## config.mk

```make
export PLATFORM = sky130hd
export DESIGN_NAME = mses_event_status_regs
export DESIGN_NICKNAME = d
export VERILOG_FILES = /design/src/core/mses_pkg.sv /design/src/core/mses_event_status_regs.sv
export SDC_FILE = /design/constraint.sdc
export NUM_CORES = 1
export LEC_CHECK = 0
export BUFFER_PORTS_ARGS = -buffer_cell sky130_fd_sc_hd__buf_2
export CELL_PAD_IN_SITES_DETAIL_PLACEMENT = 0
export CELL_PAD_IN_SITES_GLOBAL_PLACEMENT = 1
export CORE_MARGIN = 1.5
export CORE_UTILIZATION = 43
export CTS_CLUSTER_DIAMETER = 50
export DETAILED_ROUTE_END_ITERATION = 10
export PLACE_DENSITY_LB_ADDON = 0.1
export SLEW_MARGIN = 20
export SYNTH_ARGS = -nofsm -noshare
export SYNTH_HDL_FRONTEND = slang
export SYNTH_SLANG_ARGS = --single-unit
```

## constraint.sdc

```tcl
create_clock -name clk -period 4.2 [get_ports clk]
set_input_delay 0.63 -clock clk [delete_from_list [all_inputs] [get_ports clk]]
set_output_delay 0.63 -clock clk [all_outputs]
set_load 0.01 [all_outputs]
```

## src/core/mses_pkg.sv

```systemverilog
// shared constants and carrier types of the motion sensor event and status register bank
package mses_pkg;

   ////////////////////////////////////////////////////////////////////////////////
   // timing
   localparam int unsigned CLK_PERIOD_NS  = 10;
   localparam int unsigned TS_TICK_NS     = 25000;
   localparam int unsigned TS_TICK_CYC    = TS_TICK_NS / CLK_PERIOD_NS;
   localparam int unsigned TS_WARN_NS     = 6400000;
   localparam int unsigned TS_WARN_TICKS  = TS_WARN_NS / TS_TICK_NS;
   localparam logic [31:0] TS_WARN_START  = 32'(33'h1_0000_0000 - 33'(TS_WARN_TICKS));
   localparam logic [15:0] LOWPASS_FIXED_HZ = 16'h02BC;

   ////////////////////////////////////////////////////////////////////////////////
   // register offsets
   localparam logic [7:0] ADDR_STAMP_CTRL  = 8'h18;
   localparam logic [7:0] ADDR_TIME_CTRL   = 8'h19;
   localparam logic [7:0] ADDR_ALL_SRC     = 8'h1A;
   localparam logic [7:0] ADDR_WAKE_SRC    = 8'h1B;
   localparam logic [7:0] ADDR_TAP_EVENT_SOURCE     = 8'h1C;
   localparam logic [7:0] ADDR_ORIENT_SRC  = 8'h1D;
   localparam logic [7:0] ADDR_NEW_SAMPLE  = 8'h1E;
   localparam logic [7:0] ADDR_TEMP_LO     = 8'h20;
   localparam logic [7:0] ADDR_TEMP_HI     = 8'h21;
   localparam logic [7:0] ADDR_TIME_B0     = 8'h40;
   localparam logic [7:0] ADDR_TIME_B1     = 8'h41;
   localparam logic [7:0] ADDR_TIME_B2     = 8'h42;
   localparam logic [7:0] ADDR_TIME_B3     = 8'h43;

   ////////////////////////////////////////////////////////////////////////////////
   // control fields and reset values
   localparam int unsigned STAMP_AXES_LSB  = 5;
   localparam int unsigned STAMP_SEL_BIT   = 4;
   localparam int unsigned STAMP_EXT_BIT   = 3;
   localparam int unsigned STAMP_POL_BIT   = 2;
   localparam int unsigned I3C_OFF_BIT     = 1;
   localparam logic [7:0]  STAMP_CTRL_WMASK = 8'hFE;
   localparam logic [7:0]  STAMP_CTRL_RST  = 8'hE0;
   localparam int unsigned TIME_EN_BIT     = 5;
   localparam logic [7:0]  TIME_CTRL_WMASK = 8'h20;
   localparam logic [7:0]  TIME_CTRL_RST   = 8'h00;

   ////////////////////////////////////////////////////////////////////////////////
   // sticky flag positions
   localparam int unsigned FLG_W     = 24;
   localparam int unsigned FLG_FF    = 0;
   localparam int unsigned FLG_WU    = 1;
   localparam int unsigned FLG_STAP  = 2;
   localparam int unsigned FLG_DTAP  = 3;
   localparam int unsigned FLG_D6D   = 4;
   localparam int unsigned FLG_SLCHG = 5;
   localparam int unsigned FLG_WUAX  = 6;
   localparam int unsigned FLG_TAPANY = 9;
   localparam int unsigned FLG_TAPAX = 10;
   localparam int unsigned FLG_ORAX  = 13;
   localparam int unsigned FLG_WARN  = 19;
   localparam int unsigned FLG_DENRDY = 20;
   localparam int unsigned FLG_SAMPLE = 21;
   localparam logic [23:0] FLG_RST   = 24'h000000;
   localparam logic [23:0] CLR_ALL   = 24'h08003F;
   localparam logic [23:0] CLR_WAKE  = 24'h0001E3;
   localparam logic [23:0] CLR_TAP   = 24'h001E0C;
   localparam logic [23:0] CLR_ORIENT = 24'h17E010;
   localparam logic [23:0] CLR_SAMPLE = 24'hE00000;
   localparam logic [23:0] CLR_DENRDY = 24'h100000;

   ////////////////////////////////////////////////////////////////////////////////
   // carriers
   typedef struct packed {
      logic       rd;
      logic       wr;
      logic [7:0] addr;
      logic [7:0] wdata;
   } mses_reg_req_t;

   typedef struct packed {
      logic        valid;
      logic [15:0] x;
      logic [15:0] y;
      logic [15:0] z;
   } mses_axes_t;

   typedef struct packed {
      logic        valid;
      logic [15:0] value;
   } mses_temp_t;

   typedef struct packed {
      logic       freefall;
      logic       wakeup;
      logic [2:0] wakeAxes;
      logic       sleepState;
      logic       sleepChange;
      logic       singleTap;
      logic       doubleTap;
      logic       tapSign;
      logic [2:0] tapAxes;
      logic       orientChange;
      logic [5:0] orientAxes;
   } mses_events_t;

endpackage

```

## src/core/mses_event_status_regs.sv

```systemverilog
// register bank for data-enable stamping, timestamp, event sources, sample flags and temperature
`timescale 1ns/100ps
`default_nettype none

// Overview of operation
// [RULE_01] first lowpass cutoff: half rate or 700 Hz
// [RULE_02] per-axis enables put pin level into LSB
// [RULE_03] select bit chooses gyro or accel stamping; here a set bit only stops gyro stamping, accel follows the extend bit alone
// [RULE_04] extend bit also stamps the accelerometer
// [RULE_05] polarity bit: 0 active low, 1 high
// [RULE_06] host should disable I3C when unused
// [RULE_07] host writes zero to reserved bits
// [RULE_08] enable bit runs timestamp, bytes 40h-43h
// [RULE_09] warn flag within 6.4 ms of overflow
// [RULE_10] combined register gathers all event flags
// [RULE_11] wake source: sleep state, change, events
// [RULE_12] wake-up axis flags for X, Y, Z
// [RULE_13] tap source: any, single, double, axes
// [RULE_14] tap sign: 0 positive, 1 negative
// [RULE_15] orientation change flag, default zero
// [RULE_16] six over and under threshold axis flags
// [RULE_17] stamped sample ready, latched or pulsed
// [RULE_18] new temperature, gyro, accel sample flags
// [RULE_19] status readable over primary serial port
// [RULE_20] temperature word, low 20h, high 21h
// [RULE_21] flags clear on source read unless recurring
module mses_event_status_regs #(
   parameter int unsigned TICK_CYC = mses_pkg::TS_TICK_CYC
) (
   input  wire logic                   clk,
   input  wire logic                   reset_n,
   input  wire mses_pkg::mses_reg_req_t regReq,
   output logic                        regRvalid,
   output logic [7:0]                  regRdata,
   input  wire logic                   dataEnablePin,
   input  wire logic                   readyPulseMode,
   input  wire logic                   accelHighPerf,
   input  wire logic [15:0]            outputSampleRate,
   input  wire mses_pkg::mses_axes_t   gyroIn,
   input  wire mses_pkg::mses_axes_t   accelIn,
   input  wire mses_pkg::mses_temp_t   tempIn,
   input  wire mses_pkg::mses_events_t events,
   output mses_pkg::mses_axes_t        gyroOut,
   output mses_pkg::mses_axes_t        accelOut,
   output logic [15:0]                 accelFirstLowpassHz,
   output logic                        i3cDisable
);
   import mses_pkg::*;

   ////////////////////////////////////////////////////////////////////////////////
   // state

   logic        pinMeta_r;
   logic        pinSync_r;
   logic [7:0]  stampCtrl_r;
   logic [7:0]  timeCtrl_r;
   logic [23:0] flags_r;
   logic [23:0] flags_nxt;
   logic        sleepState_r;
   logic        tapSign_r;
   logic [15:0] tempWord_r;
   logic [11:0] tickCnt_r;
   logic [31:0] timeCount_r;
   logic [31:0] timeSnap_r;
   logic [7:0]  rdata_nxt;

   ////////////////////////////////////////////////////////////////////////////////
   // decode

   wire wrStamp   = regReq.wr && (regReq.addr == ADDR_STAMP_CTRL);
   wire wrTime    = regReq.wr && (regReq.addr == ADDR_TIME_CTRL);
   wire rdAll     = regReq.rd && (regReq.addr == ADDR_ALL_SRC);
   wire rdWake    = regReq.rd && (regReq.addr == ADDR_WAKE_SRC);
   wire rdTap     = regReq.rd && (regReq.addr == ADDR_TAP_EVENT_SOURCE);
   wire rdOrient  = regReq.rd && (regReq.addr == ADDR_ORIENT_SRC);
   wire rdSample  = regReq.rd && (regReq.addr == ADDR_NEW_SAMPLE);
   wire rdTimeB0  = regReq.rd && (regReq.addr == ADDR_TIME_B0);

   wire [2:0] axisEn    = stampCtrl_r[STAMP_AXES_LSB +: 3];
   wire       stampPol  = stampCtrl_r[STAMP_POL_BIT];
   wire       pinActive = pinSync_r ~^ stampPol;                              // RULE_05
   wire       stampGyro = ~stampCtrl_r[STAMP_SEL_BIT];                        // RULE_03
   wire       stampAccel = stampCtrl_r[STAMP_EXT_BIT];                        // RULE_04
   wire       timeEn    = timeCtrl_r[TIME_EN_BIT];
   wire       tickDone  = (tickCnt_r == 12'(TICK_CYC - 1));
   wire       tapEvent  = events.singleTap | events.doubleTap;

   ////////////////////////////////////////////////////////////////////////////////
   // data-enable stamping, one generate per axis

   wire [2:0][15:0] gyroAxes  = {gyroIn.x, gyroIn.y, gyroIn.z};
   wire [2:0][15:0] accelAxes = {accelIn.x, accelIn.y, accelIn.z};
   logic [2:0][15:0] gyroStamped;
   logic [2:0][15:0] accelStamped;

   genvar i;
   generate
      for (i = 0; i < 3; i++) begin : gStamp
         assign gyroStamped[i]  = {gyroAxes[i][15:1],
                                   (stampGyro && axisEn[i]) ? pinActive : gyroAxes[i][0]};   // RULE_02
         assign accelStamped[i] = {accelAxes[i][15:1],
                                   (stampAccel && axisEn[i]) ? pinActive : accelAxes[i][0]}; // RULE_02
      end
   endgenerate

   ////////////////////////////////////////////////////////////////////////////////
   // event set and read-clear vectors

   logic [23:0] evSet;
   assign evSet[FLG_FF]            = events.freefall;
   assign evSet[FLG_WU]            = events.wakeup;
   assign evSet[FLG_STAP]          = events.singleTap;
   assign evSet[FLG_DTAP]          = events.doubleTap;
   assign evSet[FLG_D6D]           = events.orientChange;                     // RULE_15
   assign evSet[FLG_SLCHG]         = events.sleepChange;
   assign evSet[FLG_WUAX +: 3]     = events.wakeAxes;                         // RULE_12
   assign evSet[FLG_TAPANY]        = tapEvent;                                // RULE_13
   assign evSet[FLG_TAPAX +: 3]    = events.tapAxes;
   assign evSet[FLG_ORAX +: 6]     = events.orientAxes;                       // RULE_16
   assign evSet[FLG_WARN]          = timeCount_r >= TS_WARN_START;            // RULE_09
   assign evSet[FLG_DENRDY]        = pinActive && ((gyroIn.valid && stampGyro) ||
                                                   (accelIn.valid && stampAccel)); // RULE_17
   assign evSet[FLG_SAMPLE +: 3]   = {tempIn.valid, gyroIn.valid, accelIn.valid}; // RULE_18

   // a pulsed ready flag is cleared every cycle, so it stands only while set
   wire [23:0] clrMask = (rdAll ? CLR_ALL : 24'h000000)
                       | (rdWake ? CLR_WAKE : 24'h000000)
                       | (rdTap ? CLR_TAP : 24'h000000)
                       | (rdOrient ? CLR_ORIENT : 24'h000000)
                       | (rdSample ? CLR_SAMPLE : 24'h000000)
                       | (readyPulseMode ? CLR_DENRDY : 24'h000000);          // RULE_17

   // set wins over a clear in the same cycle
   assign flags_nxt = (flags_r & ~clrMask) | evSet;                          // RULE_21

   ////////////////////////////////////////////////////////////////////////////////
   // read data

   wire [7:0] allSrcByte = {flags_r[FLG_WARN], 1'b0, flags_r[FLG_SLCHG], flags_r[FLG_D6D],
                            flags_r[FLG_DTAP], flags_r[FLG_STAP], flags_r[FLG_WU],
                            flags_r[FLG_FF]};                                 // RULE_10
   wire [7:0] wakeByte   = {1'b0, flags_r[FLG_SLCHG], flags_r[FLG_FF], sleepState_r,
                            flags_r[FLG_WU], flags_r[FLG_WUAX +: 3]};         // RULE_11
   wire [7:0] tapByte    = {1'b0, flags_r[FLG_TAPANY], flags_r[FLG_STAP], flags_r[FLG_DTAP],
                            tapSign_r, flags_r[FLG_TAPAX +: 3]};              // RULE_13
   wire [7:0] orientByte = {flags_r[FLG_DENRDY], flags_r[FLG_D6D],
                            flags_r[FLG_ORAX +: 6]};                          // RULE_16
   wire [7:0] sampleByte = {5'h00, flags_r[FLG_SAMPLE +: 3]};                 // RULE_19

   // byte 0 reads live and freezes the rest, so a burst 40h..43h is coherent
   assign rdata_nxt =
      (regReq.addr == ADDR_STAMP_CTRL) ? stampCtrl_r :
      (regReq.addr == ADDR_TIME_CTRL)  ? timeCtrl_r :
      (regReq.addr == ADDR_ALL_SRC)    ? allSrcByte :
      (regReq.addr == ADDR_WAKE_SRC)   ? wakeByte :
      (regReq.addr == ADDR_TAP_EVENT_SOURCE)    ? tapByte :
      (regReq.addr == ADDR_ORIENT_SRC) ? orientByte :
      (regReq.addr == ADDR_NEW_SAMPLE) ? sampleByte :
      (regReq.addr == ADDR_TEMP_LO)    ? tempWord_r[7:0] :                    // RULE_20
      (regReq.addr == ADDR_TEMP_HI)    ? tempWord_r[15:8] :                   // RULE_20
      (regReq.addr == ADDR_TIME_B0)    ? timeCount_r[7:0] :                   // RULE_08
      (regReq.addr == ADDR_TIME_B1)    ? timeSnap_r[15:8] :
      (regReq.addr == ADDR_TIME_B2)    ? timeSnap_r[23:16] :
      (regReq.addr == ADDR_TIME_B3)    ? timeSnap_r[31:24] :
                                         8'h00;

   ////////////////////////////////////////////////////////////////////////////////
   // pin synchroniser

   always_ff @(posedge clk or negedge reset_n) begin
      if (!reset_n) begin
         pinMeta_r <= 1'b0;
         pinSync_r <= 1'b0;
      end else begin
         pinMeta_r <= dataEnablePin;
         pinSync_r <= pinMeta_r;
      end
   end

   ////////////////////////////////////////////////////////////////////////////////
   // control registers; reserved bits are dropped on write and read as zero

   always_ff @(posedge clk or negedge reset_n) begin
      if (!reset_n) begin
         stampCtrl_r <= STAMP_CTRL_RST;
         timeCtrl_r  <= TIME_CTRL_RST;
      end else begin
         if (wrStamp) begin
            stampCtrl_r <= regReq.wdata & STAMP_CTRL_WMASK;                  // RULE_07
         end
         if (wrTime) begin
            timeCtrl_r <= regReq.wdata & TIME_CTRL_WMASK;                    // RULE_08
         end
      end
   end

   ////////////////////////////////////////////////////////////////////////////////
   // timestamp; stopping it holds the count, it does not zero it

   always_ff @(posedge clk or negedge reset_n) begin
      if (!reset_n) begin
         tickCnt_r   <= 12'h000;
         timeCount_r <= 32'h0000_0000;
         timeSnap_r  <= 32'h0000_0000;
      end else begin
         tickCnt_r <= (!timeEn || tickDone) ? 12'h000 : 12'(tickCnt_r + 12'h001);
         if (timeEn && tickDone) begin
            timeCount_r <= 32'(timeCount_r + 32'h0000_0001);                  // RULE_08
         end
         if (rdTimeB0) begin
            timeSnap_r <= timeCount_r;
         end
      end
   end

   ////////////////////////////////////////////////////////////////////////////////
   // flags, captured values and outputs

   always_ff @(posedge clk or negedge reset_n) begin
      if (!reset_n) begin
         flags_r      <= FLG_RST;
         sleepState_r <= 1'b0;
         tapSign_r    <= 1'b0;
         tempWord_r   <= 16'h0000;
      end else begin
         flags_r      <= flags_nxt;
         sleepState_r <= events.sleepState;                                   // RULE_11
         if (tapEvent) begin
            tapSign_r <= events.tapSign;                                      // RULE_14
         end
         if (tempIn.valid) begin
            tempWord_r <= tempIn.value;                                       // RULE_20
         end
      end
   end

   always_ff @(posedge clk or negedge reset_n) begin
      if (!reset_n) begin
         regRvalid           <= 1'b0;
         regRdata            <= 8'h00;
         gyroOut             <= '0;
         accelOut            <= '0;
         accelFirstLowpassHz <= LOWPASS_FIXED_HZ;
         i3cDisable          <= 1'b0;
      end else begin
         regRvalid <= regReq.rd;
         regRdata  <= regReq.rd ? rdata_nxt : regRdata;
         gyroOut   <= {gyroIn.valid, gyroStamped[2], gyroStamped[1], gyroStamped[0]};
         accelOut  <= {accelIn.valid, accelStamped[2], accelStamped[1], accelStamped[0]};
         accelFirstLowpassHz <= accelHighPerf ? (outputSampleRate >> 1)
                                              : LOWPASS_FIXED_HZ;             // RULE_01
         i3cDisable <= stampCtrl_r[I3C_OFF_BIT];                              // RULE_06
      end
   end
endmodule

`default_nettype wire

```

# Word-level counts from Yosys, hierarchy flattened
# Index checks and enable logic that the tools add are counted.
# word_totals
reg_bits	252
input_bits	174
out_inout_bits	124
elab_cells	99
# op_classes
addsub	2
n_lt_le_gt_ge	1
eq_ne	14
mux	27
bitwise	11
n_reduce_logical	21
# op_table
cell	count
8-bit two-way mux	13
8-bit by 5-bit == test with 1-bit output, second input constant	7
21-bit two-way mux	2
32-bit by 1-bit adder with 32-bit output, second input constant	1
8-bit by 7-bit == test with 1-bit output, second input constant	4
32-bit greater-or-equal comparator, second input constant	1
24-bit bitwise AND	1
24-bit two-way mux	1
24-bit NOT	1
21-bit by 24-bit bitwise OR with 24-bit output	1
24-bit by 21-bit bitwise OR with 24-bit output	1
24-bit bitwise OR	1
20-bit by 21-bit bitwise OR with 21-bit output	1
20-bit two-way mux	1
20-bit by 13-bit bitwise OR with 20-bit output	1
20-bit by 9-bit bitwise OR with 20-bit output	1
1-bit logical AND	18
8-bit by 6-bit == test with 1-bit output, second input constant	2
15-bit two-way mux	1
13-bit two-way mux	1
12-bit by 1-bit adder with 12-bit output, second input constant	1
12-bit == test, second input constant	1
12-bit two-way mux	1
9-bit two-way mux	1
6 further kinds	12

# Longest topological paths before layout
# depth
word_depth	14
ltp_mapped	8
depth_no_buf	6

# Least setup slack after synthesis
# Ideal clock, no wire load.
# synth_timing
path_type	input-to-reg
from	input regReq[8] (netlist bit)
to	register regRdata[1]
setup_ns	0.148
arrival_time_ns	2.178
t_required_ns	4.052
slack_ns	1.874
cell_stages	7
cell_sequence	clkbuf_1 > buf_2 > buf_1 > buf_1 > a21oi_1 > o311ai_0 > o221ai_1
# synth_between
elab_chain_len	14
# synth_lines
item	line	text
from (decl)	mses_event_status_regs.sv:32	input wire mses_pkg::mses_reg_req_t regReq,
8-bit by 7-bit == test with 1-bit output	mses_event_status_regs.sv:164	(regReq.addr == ADDR_TIME_B3) ? timeSnap_r[31:24] :
8-bit two-way mux	mses_event_status_regs.sv:164	
8-bit two-way mux	mses_event_status_regs.sv:163	(regReq.addr == ADDR_TIME_B2) ? timeSnap_r[23:16] :
8-bit two-way mux	mses_event_status_regs.sv:162	(regReq.addr == ADDR_TIME_B1) ? timeSnap_r[15:8] :
8-bit two-way mux	mses_event_status_regs.sv:161	(regReq.addr == ADDR_TIME_B0) ? timeCount_r[7:0] :
8-bit two-way mux	mses_event_status_regs.sv:160	(regReq.addr == ADDR_TEMP_HI) ? tempWord_r[15:8] :
8-bit two-way mux	mses_event_status_regs.sv:159	(regReq.addr == ADDR_TEMP_LO) ? tempWord_r[7:0] :
8-bit two-way mux	mses_event_status_regs.sv:158	(regReq.addr == ADDR_NEW_SAMPLE) ? sampleByte :
8-bit two-way mux	mses_event_status_regs.sv:157	(regReq.addr == ADDR_ORIENT_SRC) ? orientByte :
8-bit two-way mux	mses_event_status_regs.sv:156	(regReq.addr == ADDR_TAP_EVENT_SOURCE) ? tapByte :
8-bit two-way mux	mses_event_status_regs.sv:155	(regReq.addr == ADDR_WAKE_SRC) ? wakeByte :
8-bit two-way mux	mses_event_status_regs.sv:154	(regReq.addr == ADDR_ALL_SRC) ? allSrcByte :
8-bit two-way mux	mses_event_status_regs.sv:153	(regReq.addr == ADDR_TIME_CTRL) ? timeCtrl_r :
8-bit two-way mux (*)	mses_event_status_regs.sv:152	(regReq.addr == ADDR_STAMP_CTRL) ? stampCtrl_r :
to (signal assigned)	mses_event_status_regs.sv:247	regRdata <= regReq.rd ? rdata_nxt : regRdata;
to (decl)	mses_event_status_regs.sv:34	output logic [7:0] regRdata,
# Every way passes the cells marked *; elsewhere a longest branch is shown, timed or not.
# A chain may end at the register's enable or synchronous reset.

# Worst setup path in the final report
# layout_timing
from	register tickCnt_r[5]
to	register timeCount_r[23]
# layout_between
elab_chain_len	2
# layout_lines
item	line	text
from (decl)	mses_event_status_regs.sv:62	logic [11:0] tickCnt_r;
from (signal assigned)	mses_event_status_regs.sv:206	tickCnt_r <= (!timeEn || tickDone) ? 12'h000 : 12'(tickCnt_r + 12'h001);
12-bit == test	mses_event_status_regs.sv:85	wire tickDone = (tickCnt_r == 12'(TICK_CYC - 1));
1-bit logical AND	mses_event_status_regs.sv:207	if (timeEn && tickDone) begin
to (signal assigned)	mses_event_status_regs.sv:208	timeCount_r <= 32'(timeCount_r + 32'h0000_0001);
to (decl)	mses_event_status_regs.sv:63	logic [31:0] timeCount_r;
# Every way passes these cells.

==> flow_summary.toml <==
[outcome]
outcome = "finished clean"

[synth]
syn_area_um2 = 9170
syn_nets = 855
synth_edf_count = 0
yosys.area.top_type = "dfrtp_1"
ys_ff_latch = 243
yosysWarnings = 0
synth.yosys.seq_area_share_pct = 66.43
syn_inst = 679
synth_top_area_share_pct = 63.86
synth_top_flop_cell = "dfrtp_1"
synth_common_cells = "dfrtp_1, mux2_2, nor2_1"
synthTopCellsByArea = "dfrtp_1, mux2_2, dfstp_2"
yosysMostFrequentCell = "dfrtp_1"
avgSynthCellArea_um2 = 13.51
ys_types = 61
synthArstFlopShare_pct = 100.0

[sta]
slew_viol_final = 0
finalCritPeriodShare_pct = 61.78
setup_viol = 0
hold_ws_ps = 159.3
period_minus_slack_ps = 2595
rsz0062_at_grt = "no"
finalWorstSetupSlack_ps = 1605
clock_skew_ps = 15.51
worst_slew_pin_slew_ps = 854.8
max_freq_ghz = 0.3854
finalHoldViolCount = 0
finalSetupTns_ps = 0
slew_headroom_pct = 42.49

[grt]
grt_util_all_layers_pct = 22.97
grt_max_degree = 109
grt_pass1_vias = 6792
grt_pass1_wl_um = 38740
antenna_found_initial = 4
grt_remaining_overflow = 0

[clock_tree]
cts_resized = 0
clk_latency_ps = 540
hold_buffers = 0
root_buffer = "clkbuf_16"
numClockSinks = 243
cts_tree = "yes"
clk_pin_slew_worst_paths_ps = 60
cts-buffers-inserted = 30
postCtsSetupRepairBufs = 0
cts_buffer_depth = 3
htree_levels = 1

[critical_path]
arrival_ps = 3060
startpoint_type = "flop"
worstPathRequired_ps = 4670
crit_slowest_cell = "nor4_1"
critical-path-max-stage-delay_ps = 760
end_kind = "flop"
crit_type = "flop to flop"
crit_chain = "or4b_4 > nor4_1 > nand3_1 > nor3_1 > xor2_1"
cp_max_fo = 6

[placed_design]
place_inst = 1231
place.gp.congestion = 0.7888
place_worst_setup_slack_ps = 1205
dp_hpwl_um = 18270
port_buffers = 294

[power]
power_density_nw_per_um2 = 447.2
switching_share_pct = 23.02
p_clk_share_pct = 47.3
worst_ir_drop_vdd_mv = 0.4908
power_frac_comb_pct = 6.6
power.internal_w = 0.004126
power_switching_w = 0.001234
p_leak_nw = 5.674
seqPwrFrac_pct = 46.0

[job]
maxCapViolations = 0

[hold_path]
hold_class = "primary input to async pin"

[detailed_routing]
drt-initial-drc-count = 339
avgRoutedWirePerCell_um = 19.14
dr.pass1.iters = 4
avgViaCountPerCell = 4.986
wirelength_um = 24690
vias = 6432
ant_nets = 0
route.detailed.drc = 0

[floorplanning]
start_util_pct = 43.76
row_count = 53
core_um2 = 20960
ios = 298
die_h_um = 149.0
dieWidth_um = 149.0
die_area_um2 = 22210

[finish]
final_core_utilization_pct = 57.19
finalNetCount = 1164
area_growth_pct = 30.69
fin_cells = 1290
drive_above_1_share_pct = 42.63
-- stage by stage --
step                instance area [µm²]  total power, W
global route                      11980        0.005565
detailed placement                10970        0.002871
CTS                               11970        0.005424
global placement                  10970        0.002867
finish                            11980        0.005360
floorplan                          9170        0.002630
-- worst max-delay path, delay by kind of cell (launching register included) --
family / cells / cell delay (ps)
flops: 1 / 430
simple gates: 4 / 1940
xor+xnor: 1 / 160
-- cells by family after synthesis --
group,after synthesis,synth area share (%)
other cells,1,0.04089
xor+xnor,42,4.011
fa+ha+maj,2,0.2728
simple gates,182,10.66
mux,68,8.964
compound gates,105,8.092
buf+inv,36,1.528
flops,243,66.43
-- layout make-up --
cell class	instances	area (µm²)
tap	275	344.1
clock inverter	12	113.9
sequential	243	6092
timing repair buffer	302	1554
multi-input combinational	400	2938
fill	1843	8971
antenna	4	10.01
clock buffer	43	890.9
inverter	11	41.29
-- power by group through the flow --
| stage | clock, W | combinational [W] | sequential [W] |
|---|---|---|---|
| finish | 0.00254 | 0.000356 | 0.00247 |
| global route | 0.00270 | 0.000394 | 0.00247 |
| CTS | 0.00259 | 0.000364 | 0.00247 |
| detailed placement | 0 | 0.000364 | 0.00251 |
| global placement | 0 | 0.000361 | 0.00251 |
| floorplan | 0 | 0.0000962 | 0.00253 |
-- flip-flops by register name, summed over array words and instances (netlist names) --
register             count
gyroOut                 49
tapSign_r                1
sleepState_r             1
regRvalid                1
flags_r                 24
timeCount_r             32
pinSync_r                1
pinMeta_r                1
accelFirstLowpassHz     15
tickCnt_r               12
timeSnap_r              24
stampCtrl_r              7
i3cDisable               1
accelOut                49
tempWord_r              16
regRdata                 8
timeCtrl_r               1
-- metal layers --
layer / wire length [µm] / vias up / part of all wire, % / GRT usage [%]
met4: 582 / 0 / 2.4 / 7.574
li1: - / 3051 / - / -
met5: 0 / - / 0 / 0
met1: 10250 / 3121 / 42 / 30.14
met3: 1587 / 35 / 6.4 / 5.352
met2: 12270 / 225 / 50 / 37.73
-- final timing paths --
check	start	to	slack, ps	depth (start not counted)
worst max-delay path	tickCnt_r[5]	timeCount_r[23]	1610	5
worst min-delay path	reset_n	gyroOut[16]	160	1
worst max register to register	tickCnt_r[5]	timeCount_r[23]	1610	5
worst min register to register	pinMeta_r	pinSync_r	350	0
max in group asynchronous	reset_n	stampCtrl_r[5]	3060	2
min in group clk	gyroIn[26]	gyroOut[26]	190	1
-- cells in the final DEF (no fill, tap or decap), types with 3 or more instances in the layout --
| master | count |
|---|---|
| a21boi_0 | 4 |
| a21o_1 | 21 |
| a21oi_1 | 6 |
| a221o_1 | 4 |
| a221oi_1 | 3 |
| a22oi_1 | 4 |
| a311oi_1 | 3 |
| a31o_2 | 4 |
| a31oi_1 | 6 |
| and2_1 | 11 |
| and3_1 | 8 |
| and4_1 | 5 |
| buf_2 | 293 |
| buf_4 | 7 |
| clkbuf_1 | 5 |
| clkbuf_16 | 31 |
| clkbuf_8 | 7 |
| clkinv_2 | 4 |
| dfrtp_1 | 234 |
| dfstp_2 | 9 |
| diode_2 | 4 |
| inv_1 | 11 |
| mux2_2 | 53 |
| mux2i_1 | 9 |
| mux4_2 | 6 |
| nand2_1 | 35 |
| nand2b_1 | 9 |
| nand3_1 | 31 |
| nand4_1 | 14 |
| nor2_1 | 39 |
| nor2b_1 | 6 |
| nor3_1 | 4 |
| nor4_1 | 5 |
| o211ai_1 | 3 |
| o21ai_0 | 24 |
| o22ai_1 | 5 |
| o31ai_1 | 3 |
| xnor2_1 | 25 |
| xor2_1 | 17 |
(Power assumes the default switching activity.)
